<file path="src/pkg/lfr_pkg.sv">
package lfr_pkg;

  // ---------------------------------------------------------------
  // Register map (word index; byte address is four times the index)
  // ---------------------------------------------------------------
  localparam logic [11:0] LFR_CFG_IDX    = 12'h405;
  localparam logic [11:0] LFR_STAT_IDX   = 12'h406;
  localparam logic [11:0] LFR_IRQ_IDX    = 12'h407;
  localparam logic [11:0] LFR_MASK_IDX   = 12'h408;
  localparam int          LFR_ADDR_W     = 14;
  localparam logic [13:0] LFR_CFG_ADDR   = {LFR_CFG_IDX, 2'b00};
  localparam logic [13:0] LFR_STAT_ADDR  = {LFR_STAT_IDX, 2'b00};
  localparam logic [13:0] LFR_IRQ_ADDR   = {LFR_IRQ_IDX, 2'b00};
  localparam logic [13:0] LFR_MASK_ADDR  = {LFR_MASK_IDX, 2'b00};

  // ---------------------------------------------------------------
  // Fields and reset values
  // ---------------------------------------------------------------
  localparam int          LFR_CFG_GEN_BIT   = 0;
  localparam int          LFR_CFG_UNI_BIT   = 1;
  localparam logic [1:0]  LFR_CFG_RESET     = 2'h0;
  localparam logic [1:0]  LFR_MODE_BIDIR    = 2'h1;
  localparam logic [1:0]  LFR_MODE_UNIDIR   = 2'h3;
  localparam int          LFR_EVT_LOCAL_BIT = 0;
  localparam int          LFR_EVT_REMOTE_BIT = 1;
  localparam int          LFR_EVT_OK_BIT    = 2;
  localparam logic [2:0]  LFR_EVT_RESET     = 3'h0;

  // ---------------------------------------------------------------
  // Ordered-set coding on the 64-bit lane
  // ---------------------------------------------------------------
  localparam logic [7:0]  LFR_SEQ_CODE   = 8'h9C;
  localparam logic [7:0]  LFR_IDLE_CODE  = 8'h07;
  localparam logic [7:0]  LFR_LOCAL_VAL  = 8'h01;
  localparam logic [7:0]  LFR_REMOTE_VAL = 8'h02;
  localparam logic [63:0] LFR_IDLE_WORD  = {8{LFR_IDLE_CODE}};
  localparam logic [7:0]  LFR_CTRL_ALL   = 8'hFF;

  // ---------------------------------------------------------------
  // Sequence and column counts
  // ---------------------------------------------------------------
  localparam int          LFR_SEQ_NEEDED = 4;
  localparam int          LFR_COL_WINDOW = 128;
  localparam int          LFR_COL_W      = 8;

  typedef enum logic [1:0] {
    LFR_OK     = 2'b00,
    LFR_LOCAL  = 2'b01,
    LFR_REMOTE = 2'b10
  } lfr_fault_e;

endpackage

</file>
<file path="src/hw/lfr_top.sv">
// The plain strobed port was chosen for this implementation.
`timescale 1ns/1ns
`default_nettype none
module lfr_top
  import lfr_pkg::*;
#(
  parameter int COL_WINDOW = LFR_COL_WINDOW,
  parameter int SEQ_NEEDED = LFR_SEQ_NEEDED
) (
  input  wire logic                  mclk,
  input  wire logic                  reset,
  input  wire logic [LFR_ADDR_W-1:0] regAddr,
  input  wire logic [31:0]           regWrData,
  input  wire logic                  regWr,
  input  wire logic                  regRd,
  output logic      [31:0]           regRdData,
  input  wire logic [63:0]           rxData,
  input  wire logic [7:0]            rxCtrl,
  input  wire logic [63:0]           txClientData,
  input  wire logic [7:0]            txClientCtrl,
  output logic      [63:0]           txData,
  output logic      [7:0]            txCtrl,
  output logic                       remoteFaultStatus,
  output logic                       localFaultStatus,
  output logic                       unidirEn,
  output logic                       linkFaultGenEn,
  output logic                       irq
);

  // ---------------------------------------------------------------
  // Receive sequence detection
  // ---------------------------------------------------------------
  logic isSeq;
  logic isLocal;
  logic isRemote;

  lfr_seq_detect u_detect (
    .rxData   (rxData),
    .rxCtrl   (rxCtrl),
    .isSeq    (isSeq),
    .isLocal  (isLocal),
    .isRemote (isRemote)
  );

  // ---------------------------------------------------------------
  // Fault state machine
  // ---------------------------------------------------------------
  // One 64-bit word carries two columns; counts are kept in columns.
  lfr_fault_e   fault_ff;
  lfr_fault_e   nxt_fault;
  lfr_fault_e   cand_ff;
  lfr_fault_e   nxt_cand;
  logic [2:0]   seqCnt_ff;
  logic [2:0]   nxt_seqCnt;
  logic [LFR_COL_W:0] gapCol_ff;
  logic [LFR_COL_W:0] nxt_gapCol;
  logic [LFR_COL_W:0] okCol_ff;
  logic [LFR_COL_W:0] nxt_okCol;
  logic         faultSeen;
  lfr_fault_e   seenVal;
  logic         gapOk;
  logic         okReached;

  localparam logic [LFR_COL_W:0] COL_LIMIT = (LFR_COL_W+1)'(COL_WINDOW);
  localparam logic [2:0]         SEQ_LAST  = 3'(SEQ_NEEDED - 1);
  localparam logic [LFR_COL_W:0] COL_STEP  = (LFR_COL_W+1)'(2);

  always_comb begin
    faultSeen  = isLocal || isRemote;
    seenVal    = isLocal ? LFR_LOCAL : LFR_REMOTE;
    gapOk      = (gapCol_ff < COL_LIMIT);
    okReached  = (okCol_ff + COL_STEP >= COL_LIMIT);
    nxt_fault  = fault_ff;
    nxt_cand   = cand_ff;
    nxt_seqCnt = seqCnt_ff;
    nxt_gapCol = (gapCol_ff >= COL_LIMIT) ? gapCol_ff : gapCol_ff + COL_STEP;
    nxt_okCol  = okReached ? COL_LIMIT : okCol_ff + COL_STEP;
    if (faultSeen) begin
      nxt_gapCol = '0;
      nxt_okCol  = '0;
      if (cand_ff == seenVal && gapOk && seqCnt_ff != 3'h0) begin
        if (seqCnt_ff >= SEQ_LAST) begin
          nxt_fault  = seenVal;
          nxt_seqCnt = SEQ_LAST;
        end else begin
          // Count only; the state moves on the last sequence of the run
          nxt_seqCnt = seqCnt_ff + 3'h1;
        end
      end else begin
        // Different value or too late: restart the run
        nxt_cand   = seenVal;
        nxt_seqCnt = 3'h1;
        if (SEQ_LAST == 3'h0) begin
          nxt_fault = seenVal;
        end
      end
    end else if (okReached) begin
      nxt_fault  = LFR_OK;
      nxt_seqCnt = 3'h0;
    end
  end

  always_ff @(posedge mclk) begin
    if (reset) begin
      fault_ff  <= LFR_OK;
      cand_ff   <= LFR_OK;
      seqCnt_ff <= 3'h0;
      gapCol_ff <= '0;
      okCol_ff  <= '0;
    end else begin
      fault_ff  <= nxt_fault;
      cand_ff   <= nxt_cand;
      seqCnt_ff <= nxt_seqCnt;
      gapCol_ff <= nxt_gapCol;
      okCol_ff  <= nxt_okCol;
    end
  end

  // ---------------------------------------------------------------
  // Registers and interrupt
  // ---------------------------------------------------------------
  logic [1:0]  cfg_ff;
  logic [1:0]  nxt_cfg;
  logic [2:0]  evt_ff;
  logic [2:0]  nxt_evt;
  logic [2:0]  mask_ff;
  logic [2:0]  nxt_mask;
  logic [31:0] rd_ff;
  logic [31:0] nxt_rd;
  logic        irq_ff;
  logic        nxt_irq;
  logic [2:0]  evtSet;

  always_comb begin
    evtSet = 3'h0;
    evtSet[LFR_EVT_LOCAL_BIT]  = (nxt_fault == LFR_LOCAL) && (fault_ff != LFR_LOCAL);
    evtSet[LFR_EVT_REMOTE_BIT] = (nxt_fault == LFR_REMOTE) && (fault_ff != LFR_REMOTE);
    evtSet[LFR_EVT_OK_BIT]     = (nxt_fault == LFR_OK) && (fault_ff != LFR_OK);
    nxt_cfg  = cfg_ff;
    nxt_mask = mask_ff;
    nxt_evt  = evt_ff;
    nxt_rd   = 32'h0;
    if (regWr && regAddr == LFR_CFG_ADDR) begin
      nxt_cfg = regWrData[1:0];
    end
    if (regWr && regAddr == LFR_MASK_ADDR) begin
      nxt_mask = regWrData[2:0];
    end
    if (regRd) begin
      case (regAddr)
        LFR_CFG_ADDR:  nxt_rd = {30'h0, cfg_ff};
        LFR_STAT_ADDR: nxt_rd = {30'h0, fault_ff == LFR_REMOTE, fault_ff == LFR_LOCAL};
        LFR_IRQ_ADDR: begin
          nxt_rd  = {29'h0, evt_ff};
          nxt_evt = 3'h0;
        end
        LFR_MASK_ADDR: nxt_rd = {29'h0, mask_ff};
        default:       nxt_rd = 32'h0;
      endcase
    end
    // Set wins over the read-clear
    nxt_evt = nxt_evt | evtSet;
    nxt_irq = |(nxt_evt & nxt_mask);
  end

  always_ff @(posedge mclk) begin
    if (reset) begin
      cfg_ff  <= LFR_CFG_RESET;
      evt_ff  <= LFR_EVT_RESET;
      mask_ff <= LFR_EVT_RESET;
      rd_ff   <= 32'h0;
      irq_ff  <= 1'b0;
    end else begin
      cfg_ff  <= nxt_cfg;
      evt_ff  <= nxt_evt;
      mask_ff <= nxt_mask;
      rd_ff   <= nxt_rd;
      irq_ff  <= nxt_irq;
    end
  end

  // ---------------------------------------------------------------
  // Transmit path
  // ---------------------------------------------------------------
  logic [63:0] muxData;
  logic [7:0]  muxCtrl;
  logic [63:0] txData_ff;
  logic [7:0]  txCtrl_ff;

  lfr_tx_mux u_txmux (
    .cfgMode     (cfg_ff),
    .faultLocal  (fault_ff == LFR_LOCAL),
    .faultRemote (fault_ff == LFR_REMOTE),
    .clientData  (txClientData),
    .clientCtrl  (txClientCtrl),
    .muxData     (muxData),
    .muxCtrl     (muxCtrl)
  );

  always_ff @(posedge mclk) begin
    if (reset) begin
      txData_ff <= LFR_IDLE_WORD;
      txCtrl_ff <= LFR_CTRL_ALL;
    end else begin
      txData_ff <= muxData;
      txCtrl_ff <= muxCtrl;
    end
  end

  // Status straight from fault state, config-independent
  assign remoteFaultStatus = (fault_ff == LFR_REMOTE);
  assign localFaultStatus  = (fault_ff == LFR_LOCAL);
  assign unidirEn          = cfg_ff[LFR_CFG_UNI_BIT];
  assign linkFaultGenEn    = cfg_ff[LFR_CFG_GEN_BIT];
  assign regRdData         = rd_ff;
  assign irq               = irq_ff;
  assign txData            = txData_ff;
  assign txCtrl            = txCtrl_ff;

endmodule
`default_nettype wire

</file>
<file path="src/hw/lfr_seq_detect.sv">
`timescale 1ns/1ns
`default_nettype none
module lfr_seq_detect
  import lfr_pkg::*;
(
  input  wire logic [63:0] rxData,
  input  wire logic [7:0]  rxCtrl,
  output var  logic        isSeq,
  output var  logic        isLocal,
  output var  logic        isRemote
);
  // Sequence set in either 32-bit half (lane 0 or lane 4)
  logic seqLo;
  logic seqHi;
  always_comb begin
    seqLo    = rxCtrl[0] && (rxCtrl[3:1] == 3'h0) && (rxData[7:0] == LFR_SEQ_CODE);
    seqHi    = rxCtrl[4] && (rxCtrl[7:5] == 3'h0) && (rxData[39:32] == LFR_SEQ_CODE);
    isSeq    = seqLo || seqHi;
    isLocal  = (seqLo && rxData[31:24] == LFR_LOCAL_VAL)
            || (seqHi && rxData[63:56] == LFR_LOCAL_VAL);
    isRemote = (seqLo && rxData[31:24] == LFR_REMOTE_VAL)
            || (seqHi && rxData[63:56] == LFR_REMOTE_VAL);
  end
endmodule
`default_nettype wire

</file>
<file path="src/hw/lfr_tx_mux.sv">
`timescale 1ns/1ns
`default_nettype none
module lfr_tx_mux
  import lfr_pkg::*;
(
  input  wire logic [1:0]  cfgMode,
  input  wire logic        faultLocal,
  input  wire logic        faultRemote,
  input  wire logic [63:0] clientData,
  input  wire logic [7:0]  clientCtrl,
  output var  logic [63:0] muxData,
  output var  logic [7:0]  muxCtrl
);
  logic [63:0] faultSeq;
  logic        isIdle;
  always_comb begin
    faultSeq = {LFR_LOCAL_VAL, 16'h0000, LFR_SEQ_CODE,
                LFR_LOCAL_VAL, 16'h0000, LFR_SEQ_CODE};
    if (faultLocal) begin
      faultSeq[31:24] = LFR_REMOTE_VAL;
      faultSeq[63:56] = LFR_REMOTE_VAL;
    end
    isIdle  = (clientCtrl == LFR_CTRL_ALL) && (clientData == LFR_IDLE_WORD);
    muxData = clientData;
    muxCtrl = clientCtrl;
    if (cfgMode[LFR_CFG_GEN_BIT]) begin
      if (faultLocal) begin
        // Remote fault sent in place of frames and idles; with the unidirectional bit set, in place of idles only
        if (!cfgMode[LFR_CFG_UNI_BIT] || isIdle) begin
          muxData = {faultSeq[63:56], 16'h0000, LFR_SEQ_CODE,
                     faultSeq[31:24], 16'h0000, LFR_SEQ_CODE};
          muxCtrl = 8'h11;
        end
      end else if (faultRemote) begin
        if (cfgMode == LFR_MODE_BIDIR) begin
          muxData = LFR_IDLE_WORD;
          muxCtrl = LFR_CTRL_ALL;
        end
      end
    end
  end
endmodule
`default_nettype wire

</file>
<file path="config.mk">
export PLATFORM = sky130hd
export DESIGN_NAME = lfr_top
export DESIGN_NICKNAME = d
export VERILOG_FILES = /design/src/pkg/lfr_pkg.sv /design/src/hw/lfr_top.sv /design/src/hw/lfr_seq_detect.sv /design/src/hw/lfr_tx_mux.sv
export SDC_FILE = /design/constraint.sdc
export NUM_CORES = 1
export LEC_CHECK = 0
export ABC_AREA = 1
export BUFFER_PORTS_ARGS = -buffer_cell sky130_fd_sc_hd__buf_2
export CORE_AREA = 2 2 118 120
export DETAILED_ROUTE_END_ITERATION = 12
export DIE_AREA = 0 0 120 122
export PLACE_DENSITY_LB_ADDON = 0.2
export SLEW_MARGIN = 25
export SYNTH_ARGS = -nofsm -noshare
export SYNTH_HDL_FRONTEND = slang
export SYNTH_HIERARCHICAL = 1
export SYNTH_SLANG_ARGS = --single-unit
</file>
<file path="constraint.sdc">
create_clock -name mclk -period 3.8 [get_ports mclk]
set_input_delay 0.57 -clock mclk [delete_from_list [all_inputs] [get_ports mclk]]
set_output_delay 0.57 -clock mclk [all_outputs]
set_load 0.01 [all_outputs]
</file>
After elaboration in Yosys (flattened, before gate mapping)
Index checks and enable logic that the tools add are counted.
W data, S select, Z words.

storage, ports and cells
  bits in registers = 138
  bits of input ports = 194
  output and inout port bits = 109

cells by class
  $add $sub $neg = 3
  $lt $le $gt $ge = 4
  equality and inequality tests = 20
  muxes and demuxes = 24
  bitwise logic cells = 4
  reductions and logical operators = 32

operators by type and width
  kind                    count
  $mux W64                5
  $eq A64 B59 Y1 const B  1
  $eq A14 B13 Y1 const B  4
  $mux W8                 6
  $eq A8 B8 Y1 const B    3
  $mux W3                 7
  $add A9 B2 Y9 const B   2
  $ge A9 B8 Y1 const B    2
  $eq A8 B1 Y1 const B    2
  $eq A8 B2 Y1 const B    2
  $logic_and A1 B1 Y1     16
  $pmux W3 S4             1
  $mux W2                 5
  $lt A9 B8 Y1 const B    1
  $eq A2 B1 Y1 const B    3
  $logic_not A3 Y1        2
  $reduce_or A3 Y1        2
  $eq A2 B2 Y1 const B    2
  $logic_or A1 B1 Y1      4
  $reduce_bool A2 Y1      2
  $reduce_or A2 Y1        2
  $add A3 B1 Y3 const B   1
  $and A3 B3 Y3           1
  $ge A3 B2 Y1 const B    1
  other kinds (9)         10

Longest topological paths before layout
  word-level depth = 16
  mapped depth = 20
  depth with buffers taken out = 20

Hierarchy
The synthesis kept the hierarchy.

by module, submodules not included
  module          instances  cells each  area an instance (µm²)  sequential area each (µm²)
  lfr_top         1          474         3953.8                  2142.1
  lfr_tx_mux      1          227         1022.2                  0.0
  lfr_seq_detect  1          55          227.7                   0.0

Worst setup path after synthesis
Ideal clock, no wire load.

  kind = in2reg
  from = in rxCtrl[6]
  to = reg irq_ff (netlist: irq)
  library setup time = 0.119 ns
  data arrival time = 1.946 ns
  required time = 3.681 ns
  setup slack = 1.734 ns
  stages = 18
  path buffers = 0
  cell sequence = nor2_1 -> nand3_1 -> nor2_1 -> nand3_1 -> nand2_1 -> inv_2 -> o21ai_1 -> nand2_1 -> nor2_4 -> nand2_1 -> nand2_1 -> nand2_1 -> nand2_1 -> inv_1 -> nand3_2 -> nand2_1 -> nand2_1 -> nand3_1

on the way
  cells in the longest elaborated chain, start to end = 16
  elaborated cells between the ends (all ways) = 24
  those cells by class = eq/ne (3); mux (4); bitwise (2); reduce/logical (15)

ends and longest elaborated chain
  what                                           RTL line                                        RTL
  from (decl)                                    lfr_top.sv:18                                   input wire logic [7:0] rxCtrl,
  $logic_not A3 Y1 *                             lfr_seq_detect.sv:17                            seqHi = rxCtrl[4] && (rxCtrl[7:5] == 3'h0) && (rxData[39:32] == LFR_SEQ_CODE);
  $logic_and A1 B1 Y1 * (2 in series)            lfr_seq_detect.sv:17
  $logic_and A1 B1 Y1 *                          lfr_seq_detect.sv:20                            || (seqHi && rxData[63:56] == LFR_LOCAL_VAL);
  $logic_or A1 B1 Y1 *                           lfr_seq_detect.sv:20
  net isLocal                                    lfr_top.sv:34                                   logic isLocal;
  $mux W2                                        lfr_top.sv:70                                   seenVal = isLocal ? LFR_LOCAL : LFR_REMOTE;
  $eq A2 B2 Y1                                   lfr_top.sv:81                                   if (cand_ff == seenVal && gapOk && seqCnt_ff != 3'h0) begin
  $logic_and A1 B1 Y1 (2 in series)              lfr_top.sv:81
  $mux W2                                        lfr_top.sv:81
  $mux W2 *                                      lfr_top.sv:78                                   if (faultSeen) begin
  $eq A2 B1 Y1 (tied with other cells)           lfr_top.sv:136                                  evtSet[LFR_EVT_LOCAL_BIT] = (nxt_fault == LFR_LOCAL) && (fault_ff != LFR_LOCAL);
  $logic_and A1 B1 Y1, on equally long branches  lfr_top.sv:136, lfr_top.sv:137, lfr_top.sv:138
  $or A3 B3 Y3 *                                 lfr_top.sv:162                                  nxt_evt = nxt_evt | evtSet;
  $and A3 B3 Y3 *                                lfr_top.sv:163                                  nxt_irq = |(nxt_evt & nxt_mask);
  $reduce_or A3 Y1 *                             lfr_top.sv:163
  to (signal assigned)                           lfr_top.sv:178                                  irq_ff <= nxt_irq;
  to (decl)                                      lfr_top.sv:130                                  logic irq_ff;

Mark *: on every way through the listed nets, which the timed path passes. The rest lies on a longest branch.
A chain may end at the register's enable or synchronous reset.

Worst setup path in the final report
  from = reg fault_ff[0]
  to = reg txData_ff[62] (netlist: txData[62])

on the way
  cells in the longest elaborated chain, start to end = 4
  elaborated cells between the ends (all ways) = 5
  those cells by class = eq/ne (2); mux (3)

ends and longest elaborated chain
  what                    RTL line          RTL
  from (decl)             lfr_top.sv:49     lfr_fault_e fault_ff;
  from (signal assigned)  lfr_top.sv:111    fault_ff <= nxt_fault;
  $eq A2 B2 Y1            lfr_top.sv:193    .faultRemote (fault_ff == LFR_REMOTE),
  $mux W64                lfr_tx_mux.sv:34  end else if (faultRemote) begin
  $mux W64 *              lfr_tx_mux.sv:27  if (faultLocal) begin
  $mux W64 *              lfr_tx_mux.sv:26  if (cfgMode[LFR_CFG_GEN_BIT]) begin
  net muxData[62]         lfr_top.sv:185    logic [63:0] muxData;
  to (signal assigned)    lfr_top.sv:205    txData_ff <= muxData;
  to (decl)               lfr_top.sv:187    logic [63:0] txData_ff;

Marks and branches as above.

==> metrics.csv <==
metric,value,unit
status,finished clean,
reg2reg_slack,1.34,ns
worst_ep_required_time,4.00,ns
antenna_found_initial,0,
layout_min_cycle_time,2.46,ns
crit_type,flop to flop,
die_x,120,um
start_kind,flop,
p_sw,0.580,mW
path_max_fanout,34,
hold_path_class,flop to flop,
setup_viol,0,
die-area,14600,um2
grt_overflow,0,
cts.clk_slew.worst_paths,0.07,ns
worst_pin_slew,0.838,ns
grt_use_met2,30.3,%
crit_arrival,2.67,ns
cts_tree,done,
die_y,122,um
cts_buffer_depth,2,
fmax,406,MHz
track_usage,17.8,%
grt_max_degree,51,
place_ws,1.15,ns
area_growth,25.5,%
post_drt_wl_per_cell,11.5,um
rows,43,
r2r_cells,9,
drc_errors,0,
ios,303,
ant_nets,0,
drv_cap,0,
initial_core_util,38.5,%
htreeDepth,3,
rsz0062_at_grt,false,
clkPwrFrac,37.0,%
top_usage_layer,met2,
p_seq_share,50.9,%
clk_latency,0.35,ns
syn_area,5190,um2
nNetsFinal,1156,
globalplace.congestion,0.803,
drive_above_1_share,30.7,%
cts_resized,0,
cts_root_buffer,clkbuf_16,
crit_path_end_kind,flop,
irDropWorstVdd,0.000187,V
r2r-start,fault_ff[0],
use_met1,21.9,%
holdPathStages,1,
use_met3,4.54,%
cts_setup_buffers,0,
fin_skew,0.0106,ns
grt_pass1_wl,20.7,mm
dr.first_iter.drc_count,220,
switching_share,25.0,%
grt_pass1_vias,4409,
dp_hpwl,10.1,mm
hold_violations,0,
finalSetupTns,0,ns
rr_endpoint,txData[62],
syn_inst,753,
yosys_warnings,6,
fin_crit_sh,64.9,%
num_antenna_cells,0,
cts_hold_buf,0,
final.setup.worst_slack,1.34,ns
drv_slew,0,
via_per_inst,4.22,
hold_end,okCol_ff[1],
hp-start,okCol_ff[1],
total_leakage_power,3.56,nW
combPwrFrac,12.1,%
cts_sinks,107,
num_vias,4815,
dr.pass1.iters,4,
slew_headroom,44.1,%
internal-power,1.74,mW
avgSynthCellArea,6.90,um2
io_buffers,212,
core_area,13500,um2
p_per_area,355,nW/um2
cts_buffers,9,
wl,13.1,mm
-- per-stage QoR --
step	instance area (um2)	cells	total power [mW]	hold slack [ns]	util [%]
3_3_place_gp	6250	1126	1.48	0.432	46.3
4_1_cts	6520	1141	2.36	0.455	48.3
6_report	6520	1141	2.32	0.448	48.3
2_1_floorplan	5300	782	1.37	0.417	-
5_1_grt	6520	1141	2.44	0.489	48.3
3_5_place_dp	6250	1126	1.49	0.439	46.3
-- how the worst max path moves through the flow --
| stage | cells after the start | slack [ns] | from | end |
|---|---|---|---|---|
| after floorplan | 19 | 1.77 | rxCtrl[0] | irq |
| after global placement | 13 | 1.19 | txClientData[38] | txData[23] |
| after detailed placement | 13 | 1.15 | txClientData[38] | txData[61] |
| after CTS | 9 | 1.29 | fault_ff[1] | txData[62] |
| after global routing | 9 | 1.07 | fault_ff[0] | txData[6] |
| final | 9 | 1.34 | fault_ff[0] | txData[62] |
-- registers in the layout, indices dropped and copies added, names as in the netlist --
signal,flops
cfg_ff,2
cand_ff,2
gapCol_ff,8
txData,64
regRdData,3
evt_ff,3
txCtrl,8
fault_ff,2
mask_ff,3
okCol_ff,8
irq,1
seqCnt_ff,3
-- worst max-delay path, cell delays in order (launching register included) --
cell and delay [ns]:
dfxtp_1 0.36, inv_1 0.09, nor2_1 0.33, nand2_1 0.10
inv_1 0.62, nand2_4 0.32, nand2_8 0.33, nor2_1 0.07
inv_1 0.06, nor2_1 0.03
-- area by class of cell --
type                            count  area (um2)
Inverter                          138         518
Fill cell                        1454        6990
Timing Repair Buffer              214        1080
Multi-Input combinational cell    487        2290
Tap cell                          180         225
Clock inverter                      6        40.0
Sequential cell                   107        2140
Clock buffer                        9         225
-- layer usage --
metal	routed length [um]	share of wire [%]
met5	0	0
met3	850	6.5
met4	158	1.2
met1	5760	44
met2	6300	48
-- cells in the final DEF, fill, tap and decap left out, types with 6 or more instances in the layout --
master and count:
or2_2 33, nand4_1 10, nand3b_1 6, o21ai_0 9, nand2_1 121, nand3_1 21, a21oi_1 29, dfxtp_1 107
inv_1 136, buf_2 212, conb_1 30, nor2_1 169, clkbuf_16 9, nor2_2 14
-- power groups by stage --
stage / Combinational, mW / Clock [mW] / Sequential, mW
final: 0.281 / 0.857 / 1.18
after global routing: 0.322 / 0.933 / 1.18
after CTS: 0.284 / 0.892 / 1.18
after detailed placement: 0.283 / 0 / 1.20
after global placement: 0.281 / 0 / 1.20
after floorplan: 0.147 / 0 / 1.23
Power figures use the tool's default switching activity.
